$ cat src/hdl/tag_codec_pkg.sv
// Purpose: Shared constants and carriers for the contactless tag frame codec
// Assumes: clk_sys at 125 MHz (8 ns period)
// Notes: Timing counts are derived from the printed times and the clock rate
package tag_codec_pkg;
    localparam int CLK_NS = 8;
    localparam int CLK_KHZ = 125000;

    // One bit period is 9.44 us
    localparam int BIT_NS = 9440;
    localparam logic [15:0] BIT_CYCLES = 16'((BIT_NS + CLK_NS - 1) / CLK_NS);
    localparam logic [15:0] HALF_BIT = 16'(BIT_CYCLES / 2);

    // Receive tolerance windows, in clock cycles
    localparam logic [15:0] LOW_MIN = 16'((BIT_NS * 19 / 2) / CLK_NS);
    localparam logic [15:0] LOW_MAX = 16'((BIT_NS * 11) / CLK_NS);
    localparam logic [15:0] HIGH_MIN = 16'((BIT_NS * 3 / 2) / CLK_NS);
    localparam logic [15:0] HIGH_MAX = 16'((BIT_NS * 7 / 2) / CLK_NS);
    localparam logic [15:0] GAP_MAX = 16'((BIT_NS * 8) / CLK_NS);
    localparam logic [15:0] EOF_RISE_MAX = 16'((BIT_NS * 3 / 2) / CLK_NS);

    // Subcarrier of 847 kHz
    localparam int SUBC_KHZ = 847;
    localparam logic [7:0] SUBC_HALF_CYCLES = 8'(CLK_KHZ / (2 * SUBC_KHZ));

    // Turnaround guard and sync time, both 128 subcarrier periods
    localparam int TURN_SUBC_PERIODS = 128;
    localparam int GUARD_NS =
        (TURN_SUBC_PERIODS * 1000000 + SUBC_KHZ - 1) / SUBC_KHZ;
    localparam int GUARD_CYCLES = (GUARD_NS + CLK_NS - 1) / CLK_NS;
    localparam logic [9:0] SYNC_HALVES = 10'(2 * TURN_SUBC_PERIODS);

    // Character and frame marker layout
    localparam logic [3:0] STOP_BIT_IDX = 4'h9;
    localparam logic [3:0] MARK_ZERO_BITS = 4'ha;
    localparam logic [3:0] MARK_LAST_BIT = 4'hb;

    // CRC with reflected polynomial, preset all ones
    localparam logic [15:0] CRC_PRESET = 16'hffff;
    localparam logic [15:0] CRC_POLY = 16'h8408;
    localparam logic [15:0] CRC_RESIDUE = 16'hf0b8;
    localparam logic [3:0] CRC_BYTES = 4'h2;

    // Frame buffer holds at most eight bytes including the CRC
    localparam logic [3:0] MAX_BYTES = 4'h8;

    // Block memory
    localparam int BLOCKS = 64;

    typedef struct packed {
        logic valid;
        logic [3:0] len;
        logic [63:0] data;
    } frame_t;

    typedef struct packed {
        logic valid;
        logic write;
        logic permit;
        logic [5:0] addr;
        logic [31:0] wdata;
    } mem_req_t;

    typedef struct packed {
        logic valid;
        logic [31:0] rdata;
    } mem_rsp_t;
endpackage

$ cat src/hdl/crc16_unit.sv
// Purpose: Byte-wide CRC register, one byte per cycle, LSB first
// Assumes: init and en never high together
// Notes: Output is the raw register; transmit sends its complement
`timescale 1ns/1ns
module crc16_unit (
    input wire logic clk_sys,
    input wire logic srst,
    input wire logic init,
    input wire logic en,
    input wire logic [7:0] din,
    output logic [15:0] crc_r
);
    logic [15:0] stage [0:8];

    assign stage[0] = crc_r;
    for (genvar g = 0; g < 8; g++) begin : g_bit
        assign stage[g + 1] = (stage[g][0] ^ din[g]) ?
            ({1'b0, stage[g][15:1]} ^ tag_codec_pkg::CRC_POLY) :
            {1'b0, stage[g][15:1]};
    end

    always_ff @(posedge clk_sys) begin
        if (srst || init) begin
            crc_r <= tag_codec_pkg::CRC_PRESET;
        end else if (en) begin
            crc_r <= stage[8];
        end
    end
endmodule // crc16_unit

$ cat src/hdl/block_store.sv
// Purpose: Tag memory of 64 blocks of 32 bits
// Assumes: One request per cycle
// Notes: Contents are not cleared by reset, as in non-volatile storage
`timescale 1ns/1ns
module block_store (
    input wire logic clk_sys,
    input wire logic srst,
    input tag_codec_pkg::mem_req_t req,
    output tag_codec_pkg::mem_rsp_t rsp_r
);
    logic [31:0] mem_r [0:tag_codec_pkg::BLOCKS - 1];

    always_ff @(posedge clk_sys) begin
        if (req.valid && req.write && req.permit) begin
            mem_r[req.addr] <= req.wdata;
        end
    end

    always_ff @(posedge clk_sys) begin
        if (srst) begin
            rsp_r <= '0;
        end else begin
            rsp_r.valid <= req.valid && !req.write;
            if (req.valid && !req.write) begin
                rsp_r.rdata <= mem_r[req.addr];
            end
        end
    end
endmodule // block_store

$ cat src/hdl/tag_frame_codec.sv
// Purpose: Frame codec of a contactless tag: request parser, answer builder
// Assumes: rx_demod is the demodulated envelope, low while modulated
// Notes: load_mod drives the load modulation switch across the antenna
`timescale 1ns/1ns
module tag_frame_codec #(
    parameter int unsigned GUARD_CYCLES = tag_codec_pkg::GUARD_CYCLES
) (
    input wire logic clk_sys,
    input wire logic srst,
    input wire logic rx_demod,
    output tag_codec_pkg::frame_t rx_frame_r,
    output logic rx_err_r,
    output logic rx_busy,
    input tag_codec_pkg::frame_t tx_req,
    output logic tx_ready,
    output logic tx_busy,
    output logic load_mod_r,
    input tag_codec_pkg::mem_req_t mem_req,
    output tag_codec_pkg::mem_rsp_t mem_rsp
);
    typedef enum logic [2:0] {
        RX_IDLE, RX_SOF_LOW, RX_SOF_HIGH, RX_CHAR, RX_GAP, RX_EOF
    } rx_state_t;
    typedef enum logic [2:0] {
        TX_IDLE, TX_GUARD, TX_SYNC, TX_SOF, TX_CHAR, TX_EOF
    } tx_state_t;

    localparam logic [15:0] GUARD_LIMIT = 16'(GUARD_CYCLES);
    localparam logic [15:0] HALF_BIT = tag_codec_pkg::HALF_BIT;
    localparam logic [3:0] MARK_ZERO_BITS = tag_codec_pkg::MARK_ZERO_BITS;

    rx_state_t rx_st_r;
    tx_state_t tx_st_r;
    logic rx_s1_r;
    logic rx_s2_r;
    logic rx_prev_r;
    logic rx_fall;
    logic rx_rise;
    logic [15:0] rx_tmr_r;
    logic [15:0] rx_samp;
    logic [3:0] rx_bit_r;
    logic [7:0] rx_sh_r;
    logic [3:0] rx_cnt_r;
    logic [63:0] rx_data_r;
    logic rx_crc_init;
    logic rx_crc_en;
    logic [15:0] rx_crc;
    logic [15:0] guard_cnt_r;
    logic [7:0] subc_cnt_r;
    logic subc_r;
    logic subc_flip;
    logic [9:0] sync_cnt_r;
    logic [15:0] tx_tmr_r;
    logic [3:0] tx_bit_r;
    logic [3:0] tx_idx_r;
    logic [3:0] tx_len_r;
    logic [63:0] tx_data_r;
    logic tx_bit_end;
    logic tx_crc_en;
    logic [15:0] tx_crc;
    logic [7:0] tx_byte;
    logic tx_lvl;
    logic tx_on;

    // Pin synchroniser and edge detection on the settled level
    always_ff @(posedge clk_sys) begin
        if (srst) begin
            rx_s1_r <= 1'b1;
            rx_s2_r <= 1'b1;
            rx_prev_r <= 1'b1;
        end else begin
            rx_s1_r <= rx_demod;
            rx_s2_r <= rx_s1_r;
            rx_prev_r <= rx_s2_r;
        end
    end

    assign rx_fall = rx_prev_r && !rx_s2_r;
    assign rx_rise = !rx_prev_r && rx_s2_r;
    assign rx_busy = (rx_st_r != RX_IDLE);
    // Start bit sampled mid-bit, later bits one bit period apart
    assign rx_samp = (rx_bit_r == 4'h0) ? 16'(HALF_BIT - 16'h0001) :
        16'(tag_codec_pkg::BIT_CYCLES - 16'h0001);
    assign rx_crc_init = (rx_st_r == RX_IDLE) && rx_fall;
    assign rx_crc_en = (rx_st_r == RX_CHAR) && (rx_tmr_r == rx_samp) &&
        (rx_bit_r == tag_codec_pkg::STOP_BIT_IDX) && rx_s2_r &&
        (rx_cnt_r != tag_codec_pkg::MAX_BYTES);

    crc16_unit u_rx_crc (
        .clk_sys(clk_sys),
        .srst(srst),
        .init(rx_crc_init),
        .en(rx_crc_en),
        .din(rx_sh_r),
        .crc_r(rx_crc)
    );

    // Request parser
    always_ff @(posedge clk_sys) begin
        if (srst) begin
            rx_st_r <= RX_IDLE;
            rx_tmr_r <= 16'h0000;
            rx_bit_r <= 4'h0;
            rx_sh_r <= 8'h00;
            rx_cnt_r <= 4'h0;
            rx_data_r <= 64'h0;
            rx_frame_r <= '0;
            rx_err_r <= 1'b0;
        end else begin
            rx_frame_r.valid <= 1'b0;
            rx_err_r <= 1'b0;
            rx_tmr_r <= 16'(rx_tmr_r + 16'h0001);
            unique case (rx_st_r)
                RX_IDLE: begin
                    rx_tmr_r <= 16'h0000;
                    rx_cnt_r <= 4'h0;
                    if (rx_fall) begin
                        rx_st_r <= RX_SOF_LOW;
                    end
                end
                RX_SOF_LOW: begin
                    if (rx_rise) begin
                        rx_tmr_r <= 16'h0000;
                        if (rx_tmr_r >= tag_codec_pkg::LOW_MIN) begin
                            rx_st_r <= RX_SOF_HIGH;
                        end else begin
                            rx_st_r <= RX_IDLE;
                            rx_err_r <= 1'b1;
                        end
                    end else if (rx_tmr_r > tag_codec_pkg::LOW_MAX) begin
                        rx_st_r <= RX_IDLE;
                        rx_err_r <= 1'b1;
                    end
                end
                RX_SOF_HIGH: begin
                    if (rx_fall) begin
                        rx_tmr_r <= 16'h0000;
                        rx_bit_r <= 4'h0;
                        if (rx_tmr_r >= tag_codec_pkg::HIGH_MIN) begin
                            rx_st_r <= RX_CHAR;
                        end else begin
                            rx_st_r <= RX_IDLE;
                            rx_err_r <= 1'b1;
                        end
                    end else if (rx_tmr_r > tag_codec_pkg::HIGH_MAX) begin
                        rx_st_r <= RX_IDLE;
                        rx_err_r <= 1'b1;
                    end
                end
                RX_CHAR: begin
                    if (rx_tmr_r == rx_samp) begin
                        rx_tmr_r <= 16'h0000;
                        rx_bit_r <= 4'(rx_bit_r + 4'h1);
                        if (rx_bit_r == 4'h0) begin
                            if (rx_s2_r) begin
                                rx_st_r <= RX_IDLE;
                                rx_err_r <= 1'b1;
                            end
                        end else if (rx_bit_r != tag_codec_pkg::STOP_BIT_IDX)
                        begin
                            rx_sh_r <= {rx_s2_r, rx_sh_r[7:1]};
                        end else if (rx_s2_r) begin
                            if (rx_cnt_r == tag_codec_pkg::MAX_BYTES) begin
                                rx_st_r <= RX_IDLE;
                                rx_err_r <= 1'b1;
                            end else begin
                                rx_data_r[{rx_cnt_r[2:0], 3'b000} +: 8] <=
                                    rx_sh_r;
                                rx_cnt_r <= 4'(rx_cnt_r + 4'h1);
                                rx_st_r <= RX_GAP;
                            end
                        end else if (rx_sh_r == 8'h00) begin
                            // All-low character is the request end marker
                            rx_st_r <= RX_EOF;
                        end else begin
                            rx_st_r <= RX_IDLE;
                            rx_err_r <= 1'b1;
                        end
                    end
                end
                RX_GAP: begin
                    if (rx_fall) begin
                        rx_tmr_r <= 16'h0000;
                        rx_bit_r <= 4'h0;
                        rx_st_r <= RX_CHAR;
                    end else if (rx_tmr_r > tag_codec_pkg::GAP_MAX) begin
                        rx_st_r <= RX_IDLE;
                        rx_err_r <= 1'b1;
                    end
                end
                RX_EOF: begin
                    if (rx_rise) begin
                        rx_st_r <= RX_IDLE;
                        if (rx_cnt_r >= tag_codec_pkg::CRC_BYTES &&
                            rx_crc == tag_codec_pkg::CRC_RESIDUE) begin
                            rx_frame_r.valid <= 1'b1;
                            rx_frame_r.len <=
                                4'(rx_cnt_r - tag_codec_pkg::CRC_BYTES);
                            rx_frame_r.data <= rx_data_r;
                        end else begin
                            rx_err_r <= 1'b1;
                        end
                    end else if (rx_tmr_r > tag_codec_pkg::EOF_RISE_MAX) begin
                        rx_st_r <= RX_IDLE;
                        rx_err_r <= 1'b1;
                    end
                end
            endcase
        end
    end

    // Quiet time since the last frame in either direction
    always_ff @(posedge clk_sys) begin
        if (srst) begin
            guard_cnt_r <= 16'h0000;
        end else if (rx_busy || tx_st_r == TX_SOF || tx_st_r == TX_CHAR ||
            tx_st_r == TX_EOF) begin
            guard_cnt_r <= 16'h0000;
        end else if (guard_cnt_r < GUARD_LIMIT) begin
            guard_cnt_r <= 16'(guard_cnt_r + 16'h0001);
        end
    end

    // Free-running 847 kHz subcarrier
    always_ff @(posedge clk_sys) begin
        if (srst) begin
            subc_cnt_r <= 8'h00;
            subc_r <= 1'b0;
        end else if (subc_flip) begin
            subc_cnt_r <= 8'h00;
            subc_r <= !subc_r;
        end else begin
            subc_cnt_r <= 8'(subc_cnt_r + 8'h01);
        end
    end

    assign subc_flip =
        (subc_cnt_r == 8'(tag_codec_pkg::SUBC_HALF_CYCLES - 8'h01));
    assign tx_ready = (tx_st_r == TX_IDLE);
    assign tx_busy = !tx_ready;
    assign tx_bit_end =
        (tx_tmr_r == 16'(tag_codec_pkg::BIT_CYCLES - 16'h0001));
    assign tx_crc_en = (tx_st_r == TX_CHAR) && tx_bit_end &&
        (tx_bit_r == tag_codec_pkg::STOP_BIT_IDX) && (tx_idx_r < tx_len_r);
    assign tx_on = (tx_st_r == TX_SYNC) || (tx_st_r == TX_SOF) ||
        (tx_st_r == TX_CHAR) || (tx_st_r == TX_EOF);

    crc16_unit u_tx_crc (
        .clk_sys(clk_sys),
        .srst(srst),
        .init(tx_req.valid && tx_ready),
        .en(tx_crc_en),
        .din(tx_byte),
        .crc_r(tx_crc)
    );

    // Byte and bit level being sent
    always_comb begin
        tx_byte = tx_data_r[{tx_idx_r[2:0], 3'b000} +: 8];
        if (tx_idx_r == tx_len_r) begin
            tx_byte = ~tx_crc[7:0];
        end else if (tx_idx_r > tx_len_r) begin
            tx_byte = ~tx_crc[15:8];
        end
        tx_lvl = 1'b1;
        unique case (tx_st_r)
            TX_SOF, TX_EOF: tx_lvl = (tx_bit_r >= MARK_ZERO_BITS);
            TX_CHAR: begin
                if (tx_bit_r == 4'h0) begin
                    tx_lvl = 1'b0;
                end else if (tx_bit_r == tag_codec_pkg::STOP_BIT_IDX) begin
                    tx_lvl = 1'b1;
                end else begin
                    tx_lvl = tx_byte[3'(tx_bit_r - 4'h1)];
                end
            end
            default: tx_lvl = 1'b1;
        endcase
    end

    // Answer builder
    always_ff @(posedge clk_sys) begin
        if (srst) begin
            tx_st_r <= TX_IDLE;
            tx_tmr_r <= 16'h0000;
            tx_bit_r <= 4'h0;
            tx_idx_r <= 4'h0;
            tx_len_r <= 4'h0;
            tx_data_r <= 64'h0;
            sync_cnt_r <= 10'h000;
        end else begin
            tx_tmr_r <= tx_bit_end ? 16'h0000 : 16'(tx_tmr_r + 16'h0001);
            unique case (tx_st_r)
                TX_IDLE: begin
                    if (tx_req.valid) begin
                        tx_data_r <= tx_req.data;
                        tx_len_r <= (tx_req.len > tag_codec_pkg::MAX_BYTES -
                            tag_codec_pkg::CRC_BYTES) ?
                            4'(tag_codec_pkg::MAX_BYTES -
                            tag_codec_pkg::CRC_BYTES) : tx_req.len;
                        tx_idx_r <= 4'h0;
                        tx_st_r <= TX_GUARD;
                    end
                end
                TX_GUARD: begin
                    sync_cnt_r <= 10'h000;
                    if (guard_cnt_r >= GUARD_LIMIT && subc_flip) begin
                        tx_st_r <= TX_SYNC;
                    end
                end
                TX_SYNC: begin
                    if (subc_flip) begin
                        sync_cnt_r <= 10'(sync_cnt_r + 10'h001);
                        if (sync_cnt_r ==
                            10'(tag_codec_pkg::SYNC_HALVES - 10'h001)) begin
                            tx_st_r <= TX_SOF;
                            tx_bit_r <= 4'h0;
                            tx_tmr_r <= 16'h0000;
                        end
                    end
                end
                TX_SOF: begin
                    if (tx_bit_end) begin
                        tx_bit_r <= 4'(tx_bit_r + 4'h1);
                        if (tx_bit_r == tag_codec_pkg::MARK_LAST_BIT) begin
                            tx_bit_r <= 4'h0;
                            tx_st_r <= TX_CHAR;
                        end
                    end
                end
                TX_CHAR: begin
                    if (tx_bit_end) begin
                        tx_bit_r <= 4'(tx_bit_r + 4'h1);
                        if (tx_bit_r == tag_codec_pkg::STOP_BIT_IDX) begin
                            tx_bit_r <= 4'h0;
                            tx_idx_r <= 4'(tx_idx_r + 4'h1);
                            if (tx_idx_r == 4'(tx_len_r + 4'h1)) begin
                                tx_st_r <= TX_EOF;
                            end
                        end
                    end
                end
                TX_EOF: begin
                    if (tx_bit_end) begin
                        tx_bit_r <= 4'(tx_bit_r + 4'h1);
                        if (tx_bit_r == tag_codec_pkg::MARK_LAST_BIT) begin
                            tx_bit_r <= 4'h0;
                            tx_st_r <= TX_IDLE;
                        end
                    end
                end
            endcase
        end
    end

    // Logic one keeps the reference phase, logic zero inverts it
    always_ff @(posedge clk_sys) begin
        if (srst) begin
            load_mod_r <= 1'b0;
        end else begin
            load_mod_r <= tx_on && (subc_r ^ !tx_lvl);
        end
    end

    block_store u_store (
        .clk_sys(clk_sys),
        .srst(srst),
        .req(mem_req),
        .rsp_r(mem_rsp)
    );
endmodule // tag_frame_codec

$ cat config.mk
export PLATFORM = sky130hd
export DESIGN_NAME = tag_frame_codec
export DESIGN_NICKNAME = d
export VERILOG_FILES = /design/src/hdl/tag_codec_pkg.sv /design/src/hdl/crc16_unit.sv /design/src/hdl/block_store.sv /design/src/hdl/tag_frame_codec.sv
export SDC_FILE = /design/constraint.sdc
export NUM_CORES = 2
export LEC_CHECK = 0
export BUFFER_PORTS_ARGS = -buffer_cell sky130_fd_sc_hd__buf_2
export CAP_MARGIN = 20
export CORE_ASPECT_RATIO = 0.9
export CORE_UTILIZATION = 45
export CTS_CLUSTER_DIAMETER = 30
export CTS_CLUSTER_SIZE = 12
export DETAILED_ROUTE_END_ITERATION = 12
export MAX_ROUTING_LAYER = met4
export PLACE_DENSITY = 0.66
export SETUP_SLACK_MARGIN = 0.15
export SYNTH_ARGS = -nofsm -noshare
export SYNTH_HDL_FRONTEND = slang
export SYNTH_SLANG_ARGS = --single-unit
$ cat constraint.sdc
create_clock -name clk_sys -period 4.95 [get_ports clk_sys]
set_input_delay 0.99 -clock clk_sys [delete_from_list [all_inputs] [get_ports clk_sys]]
set_output_delay 0.99 -clock clk_sys [all_outputs]
set_load 0.05 [all_outputs]
# ---- After elaboration in Yosys (flattened, before gate mapping)
# Memories as Yosys holds them, arrays and structs flattened. A register that Yosys moved wholly into a read port is not among the register bits.
# Index checks and enable logic that the tools add are counted.
# W data, S select, Z words.
dict set report op_classes {
  shift 3
  addsub 13
  reduce_logical 58
  n_lt_le_gt_ge 14
  n_eq_ne 48
  bitwise_logic 40
  mux 109
}
# op count
set ops {}
lappend ops {{$mux W16} 23}
lappend ops {{$mux W3} 27}
lappend ops {{$mux W69} 1}
lappend ops {{$mux W4} 17}
lappend ops {{$bwmux W64} 1}
lappend ops {{$pmux W16 S4} 1}
lappend ops {{$shift A8 B8 Y64 const A} 1}
lappend ops {{$shiftx A64 B7 Y8} 1}
lappend ops {{$shiftx A8 B8 Y64} 1}
lappend ops {{$add A16 B1 Y16 const B} 3}
lappend ops {{$not A2 Y3} 16}
lappend ops {{$pmux W3 S6} 2}
lappend ops {{$gt A16 B14 Y1 const B} 2}
lappend ops {{$pmux W4 S2} 3}
lappend ops {{$mux W1} 23}
lappend ops {{$ne A2 B2 Y1 const B} 11}
lappend ops {{$add A4 B1 Y4 const B} 5}
lappend ops {{$pmux W10 S2} 1}
lappend ops {{$ne A3 B3 Y1 const B} 6}
lappend ops {{$logic_and A1 B1 Y1} 17}
lappend ops {{$xor A1 B1 Y1} 17}
lappend ops {{$eq A16 B11 Y1} 1}
lappend ops {{$eq A16 B11 Y1 const B} 1}
lappend ops {{$eq A16 B16 Y1 const B} 1}
lappend ops {{52 further kinds} 103}
dict set report word_totals {
  mem_count 1
  mem_bits_rw 2048
  inputBits 113
  out_inout_bits 107
  word_cells 313
  regBits 336
}
# name words word_bits read_ports rd_ports_with_merged_regs wr line
set memory_table {}
lappend memory_table {u_store.mem_r 64 32 1 1 1 block_store.sv:11} ;# logic [31:0] mem_r [0:tag_codec_pkg::BLOCKS - 1];

# ---- Longest topological paths before layout
dict set report depth {
  ltp_word 19
  depth_mapped 12
}

# ---- Modules after synthesis
# A second synthesis with hierarchy kept.
dict set report unflattened {
  hier_cells 6273
  area_unflattened_um2 95716.8
}
# module cells_each seq_area_each_um2 instances area_each_um2
set by_module_without_submodules {}
lappend by_module_without_submodules {block_store 4437 62159.6 1 80090.6}
lappend by_module_without_submodules {tag_frame_codec 1640 6065.8 1 13599.3}
lappend by_module_without_submodules {crc16_unit 98 320.3 2 1013.5}

# ---- Least setup slack after synthesis
# OpenSTA, ideal clock, no wires.
dict set report synth_timing {
  kind {input -> register}
  start {in mem_req[32] (netlist bit)}
  end {mem u_store.mem_r[60][0] (enable)}
  t_required_ns 4.529
  n_path_buf 5
  arrival_ns 4.315
  path_slack_ns 0.214
  setup_ns 0.421
  stages 8
  cell_sequence {clkbuf_1 > nor3b_1 > clkbuf_1 > clkbuf_1 > buf_2 > buf_1 > nand2_1 > nor2_1}
}
# element line
set synth_lines {}
lappend synth_lines {{from (decl)} tag_frame_codec.sv:18} ;# input tag_codec_pkg::mem_req_t mem_req,
lappend synth_lines {{to (decl)} block_store.sv:11}
# No word-level cell before the write port.

# ---- Final worst setup path
dict set report layout_timing {
  start {reg rx_bit_r[0]}
  end {reg rx_data_r[52]}
}
dict set report layout_via {
  elab_chain_cells 4
  elab_cells_between_ends 7
}
# element line
set layout_rtl {}
lappend layout_rtl {{from (decl)} tag_frame_codec.sv:41} ;# logic [3:0] rx_bit_r;
lappend layout_rtl {{from (signal assigned)} tag_frame_codec.sv:153} ;# rx_bit_r <= 4'(rx_bit_r + 4'h1);
lappend layout_rtl {{$logic_not A4 Y1} {tag_frame_codec.sv:82, tag_frame_codec.sv:154}}
lappend layout_rtl {{$mux W11} tag_frame_codec.sv:82} ;# assign rx_samp = (rx_bit_r == 4'h0) ? 16'(HALF_BIT - 16'h0001) :
lappend layout_rtl {{$eq A16 B11 Y1} tag_frame_codec.sv:151} ;# if (rx_tmr_r == rx_samp) begin
lappend layout_rtl {{$reduce_and A6 Y1 (no source line) *} n/a}
lappend layout_rtl {{to (signal, indexed assignment)} tag_frame_codec.sv:167} ;# rx_data_r[{rx_cnt_r[2:0], 3'b000} +: 8] <=
lappend layout_rtl {{to (decl)} tag_frame_codec.sv:44} ;# logic [63:0] rx_data_r;
# Mark *: on every way between the ends. The rest lies on a longest branch, timed or not.
# A chain may end at the register's enable or synchronous reset.

==> summary.md <==
| Metric | Value |
|---|---|
| Clk sink count | `approximately 2400` |
| Total number of vias | `60583` |
| Number of enable flip-flop cells after synthesis | `2048` |
| Initial antenna violation count | `21` |
| Critical Path, Cell by Cell | `inv_1 -> ha_1 -> nor3b_2 -> or4b_1 -> a2111o_1 -> or2_1 -> nor4_4 -> mux2i_1 -> nor2_1` |
| WL per Instance | `around 31 um` |
| Slowest cell delay on critical path | `roughly 0.62 ns` |
| R2R depth | `9` |
| Max Cap Violations | `0` |
| Post-synthesis cell type count | `78` |
| Startpoint class of the critical path | `register` |
| First DRT Iteration DRCs | `between 9000 and 10000` |
| Worst skew pair latency | `~0.97 ns` |
| Pin count of the biggest net entering global routing | `about 220` |
| Seq/Total Area, Yosys | `0.762` |
| Core area | `199000 um2` |
| CTS clock-pin slew for the worst setup and hold paths | `0.05 ns` |
| Critical path class | `reg -> reg` |
| Clock Path Buffers | `4` |
| First-pass GRT wire length | `slightly above 400 mm` |
| Most common library cell in the layout ignoring fill and taps | `edfxtp_1` |
| Peak supply drop | `~0.41 mV` |
| Nets@finish | `around 6600` |
| Hold endpoint | `rx_s1_r$_SDFF_PP1_` |
| Final max-slew violation count | `0` |
| Main synth FF type | `edfxtp_1` |
| Post-CTS sizing | `0` |
| Final estimated routing congestion in global placement | `about 0.87` |
| TritonCTS clock tree | `done` |
| Final Skew | `0.0882 ns` |
| RSZ-0062 raised after global routing | `no` |
| Initial core utilization | `0.454` |
| WP data required | `roughly 5.7 ns` |
| Reg2reg setup slack | `1.44 ns` |
| DP HPWL | `166 mm` |
| DRT antenna net count | `0` |
| Total GRT Usage | `0.295` |
| Router iterations before antenna repair | `6` |
| Post-Syn Area per Cell | `15.3 um2` |
| Reg2reg start | `rx_bit_r[0]$_SDFFE_PP0P_` |
| Setup tns final | `0 ns` |
| Height of the die | `about 430 um` |
| Post-Route WL | `~300 mm` |
| Buffers on Ports | `219` |
| Worst-path maximum fanout | `14` |
| GR Util met3 | `0.0707` |
| GR peak layer | `met2` |
| Met2 usage | `0.446` |
| Met1 usage | `0.378` |
| Leak Pwr | `about 36 nW` |
| Critical Path AT | `approximately 4.3 ns` |
| FMAX | `between 200 and 300 MHz` |
| Endpoints failing setup | `0` |
| Period utilization | `0.708` |
| Io pins | `220` |
| Total grt overflow | `0` |
| RR Endpoint | `rx_data_r[52]$_SDFFE_PP0P_` |
| Worst Tran Pin Value | `1.14 ns` |
| Hold Path Stages | `2` |
| Die area | `~200000 um2` |
| Hold Startpoint | `rx_demod` |
| Layout area overhead | `22.8%` |
| Cells after synthesis | `5886` |
| Setup Fix Bufs, Post-CTS | `0` |
| Vias in the first global route | `roughly 58000` |
| Die Wd | `approximately 470 um` |
| Root buffer cell | `clkbuf_16` |
| FP Rows | `roughly 160` |
| WHS | `0.293 ns` |
| Post-route DRC | `0` |
| Filler cell count | `~15000` |
| Pwr/cell area | `about 480 nW/um2` |
| Outcome | `finished clean` |
| CP endpoint kind | `register` |
| Slowest CP cell | `a2111o_1` |
| Cts hold-fix bufs | `0` |
| FF+latch count, synth | `2416` |
| CTS buffer count | `roughly 420` |
| Routed vias/inst | `6.42` |
| FFs w/ async S/R, synth | `0` |
| Fraction of layout cells with a size suffix above 1 | `0.199` |
| Slew HR | `0.238` |
| Min Clock Period, post-route | `3.51 ns` |
| Mapped Area | `between 90000 and 100000 um2` |
| Total power | `approximately 0.054 W` |
| Syn nets | `6028` |
| HP Class | `in -> reg` |
| CTS H-tree lvls | `5` |
| Endpoints failing hold | `0` |
| Yosys warns | `0` |
| Most frequent cells in the layout | `edfxtp_1 (2048), a22oi_1 (665), nand2_1 (436), clkbuf_16 (428), dfxtp_1 (368)` |
-- worst max-delay path: cells and delay by family, from the launching register on --
| kind | cells | cell delay, ns |
|---|---|---|
| AO/OA/AOI/OAI | 1 | 0.62 |
| adder cells (fa/ha/maj) | 1 | 0.21 |
| multiplexers | 1 | 0.26 |
| buffers and inverters | 1 | 0.08 |
| AND/OR/NAND/NOR | 5 | 1.77 |
| flip-flops | 1 | 0.40 |
-- sequential cells by signal, indices dropped and copies added (netlist names), 33 cells and up --
signal         flops
rx_data_r         64
rx_frame_r        69
tx_data_r         64
u_store.mem_r   2048
u_store.rsp_r     33
-- report_power, final --
| group | internal, W | leakage (nW) | switching [W] |
|---|---|---|---|
| Clock | 0.0187 | 6.76 | 0.00986 |
| Combinational | 0.000784 | 7.90 | 0.00188 |
| Sequential | 0.0223 | 21.4 | 0.000162 |
| Total | 0.0418 | 36.1 | 0.0119 |
-- metrics by stage --
stage / instances / worst slack (ns) / area, um2 / util
after floorplan: 5886 / 0.214 / 90300 / -
after global placement: 8640 / 0.838 / 96500 / 0.485
after detailed placement: 8641 / 0.823 / 96500 / 0.485
after CTS: 9400 / 1.44 / 111000 / 0.556
after global routing: 9428 / 1.13 / 111000 / 0.558
final: 9434 / 1.44 / 111000 / 0.558
-- cells by family after synthesis --
logic type	count (synthesis)	synth area share
buffers and inverters	435	0.0186
flip-flops	2416	0.762
AO/OA/AOI/OAI	1655	0.131
AND/OR/NAND/NOR	1133	0.0581
XOR/XNOR	103	0.00999
adder cells (fa/ha/maj)	30	0.00413
multiplexers	114	0.0154
-- Yosys cell counts, drive strengths merged (7+ instances only) --
| cell type | n | area (um2) |
|---|---|---|
| or3 | 14 | 87.6 |
| a31oi | 125 | 782 |
| ha | 29 | 363 |
| xnor2 | 52 | 455 |
| a222oi | 23 | 230 |
| or2 | 17 | 106 |
| nor2 | 293 | 1100 |
| nor4 | 40 | 280 |
| dfxtp | 368 | 7370 |
| nor3 | 47 | 250 |
| a22oi | 665 | 4990 |
| o22ai | 9 | 56.3 |
| nand4 | 89 | 557 |
| a41oi | 47 | 412 |
| mux2i | 58 | 581 |
| and3 | 30 | 188 |
| a22o | 143 | 1250 |
| nor4b | 7 | 61.3 |
| nor2b | 17 | 106 |
| xor2 | 51 | 447 |
| mux4 | 16 | 360 |
| o21ai | 125 | 626 |
| mux2 | 40 | 450 |
| edfxtp | 2048 | 61500 |
| o211ai | 47 | 353 |
| and2 | 11 | 68.8 |
| nand2b | 15 | 93.8 |
| nand3 | 72 | 360 |
| buf | 95 | 404 |
| a21oi | 259 | 1300 |
| and4 | 7 | 61.3 |
| inv | 34 | 128 |
| a221oi | 150 | 1310 |
| clkbuf | 304 | 1140 |
| nand2 | 442 | 1660 |
-- area by class of cell --
cell class | instances | area (um2) | area share
well taps | 2669 | 3340 | 0.0301
diodes | 16 | 40.0 | 0.000361
inverters | 36 | 135 | 0.00122
flip-flops and latches | 2416 | 68900 | 0.621
clock inverters | 253 | 2800 | 0.0252
multi-input cells | 3035 | 20300 | 0.183
clock buffers | 506 | 11200 | 0.101
repair buffers | 503 | 4140 | 0.0374
-- worst max-delay path by stage --
stage                     slack, ns                startpoint  cells after the start                              end
after floorplan                0.21               mem_req[32]                      8   u_store.mem_r[60][0]$_DFFE_PP_
after detailed placement       0.82               mem_req[33]                     11   u_store.rsp_r[26]$_SDFFE_PP0P_
final                          1.44  rx_bit_r[0]$_SDFFE_PP0P_                      9       rx_data_r[52]$_SDFFE_PP0P_
after global placement         0.84               mem_req[36]                      6  u_store.mem_r[12][10]$_DFFE_PP_
after global routing           1.13  rx_bit_r[0]$_SDFFE_PP0P_                     10       rx_data_r[58]$_SDFFE_PP0P_
after CTS                      1.44  rx_bit_r[0]$_SDFFE_PP0P_                      9       rx_data_r[52]$_SDFFE_PP0P_
-- per-layer routing --
layer  vias up  part of all wire
li1      24740                 -
met1     30019              0.36
met2      4897              0.46
met3       927              0.13
met4         0             0.048
met5         -                 0
Power figures use the tool's default switching activity.
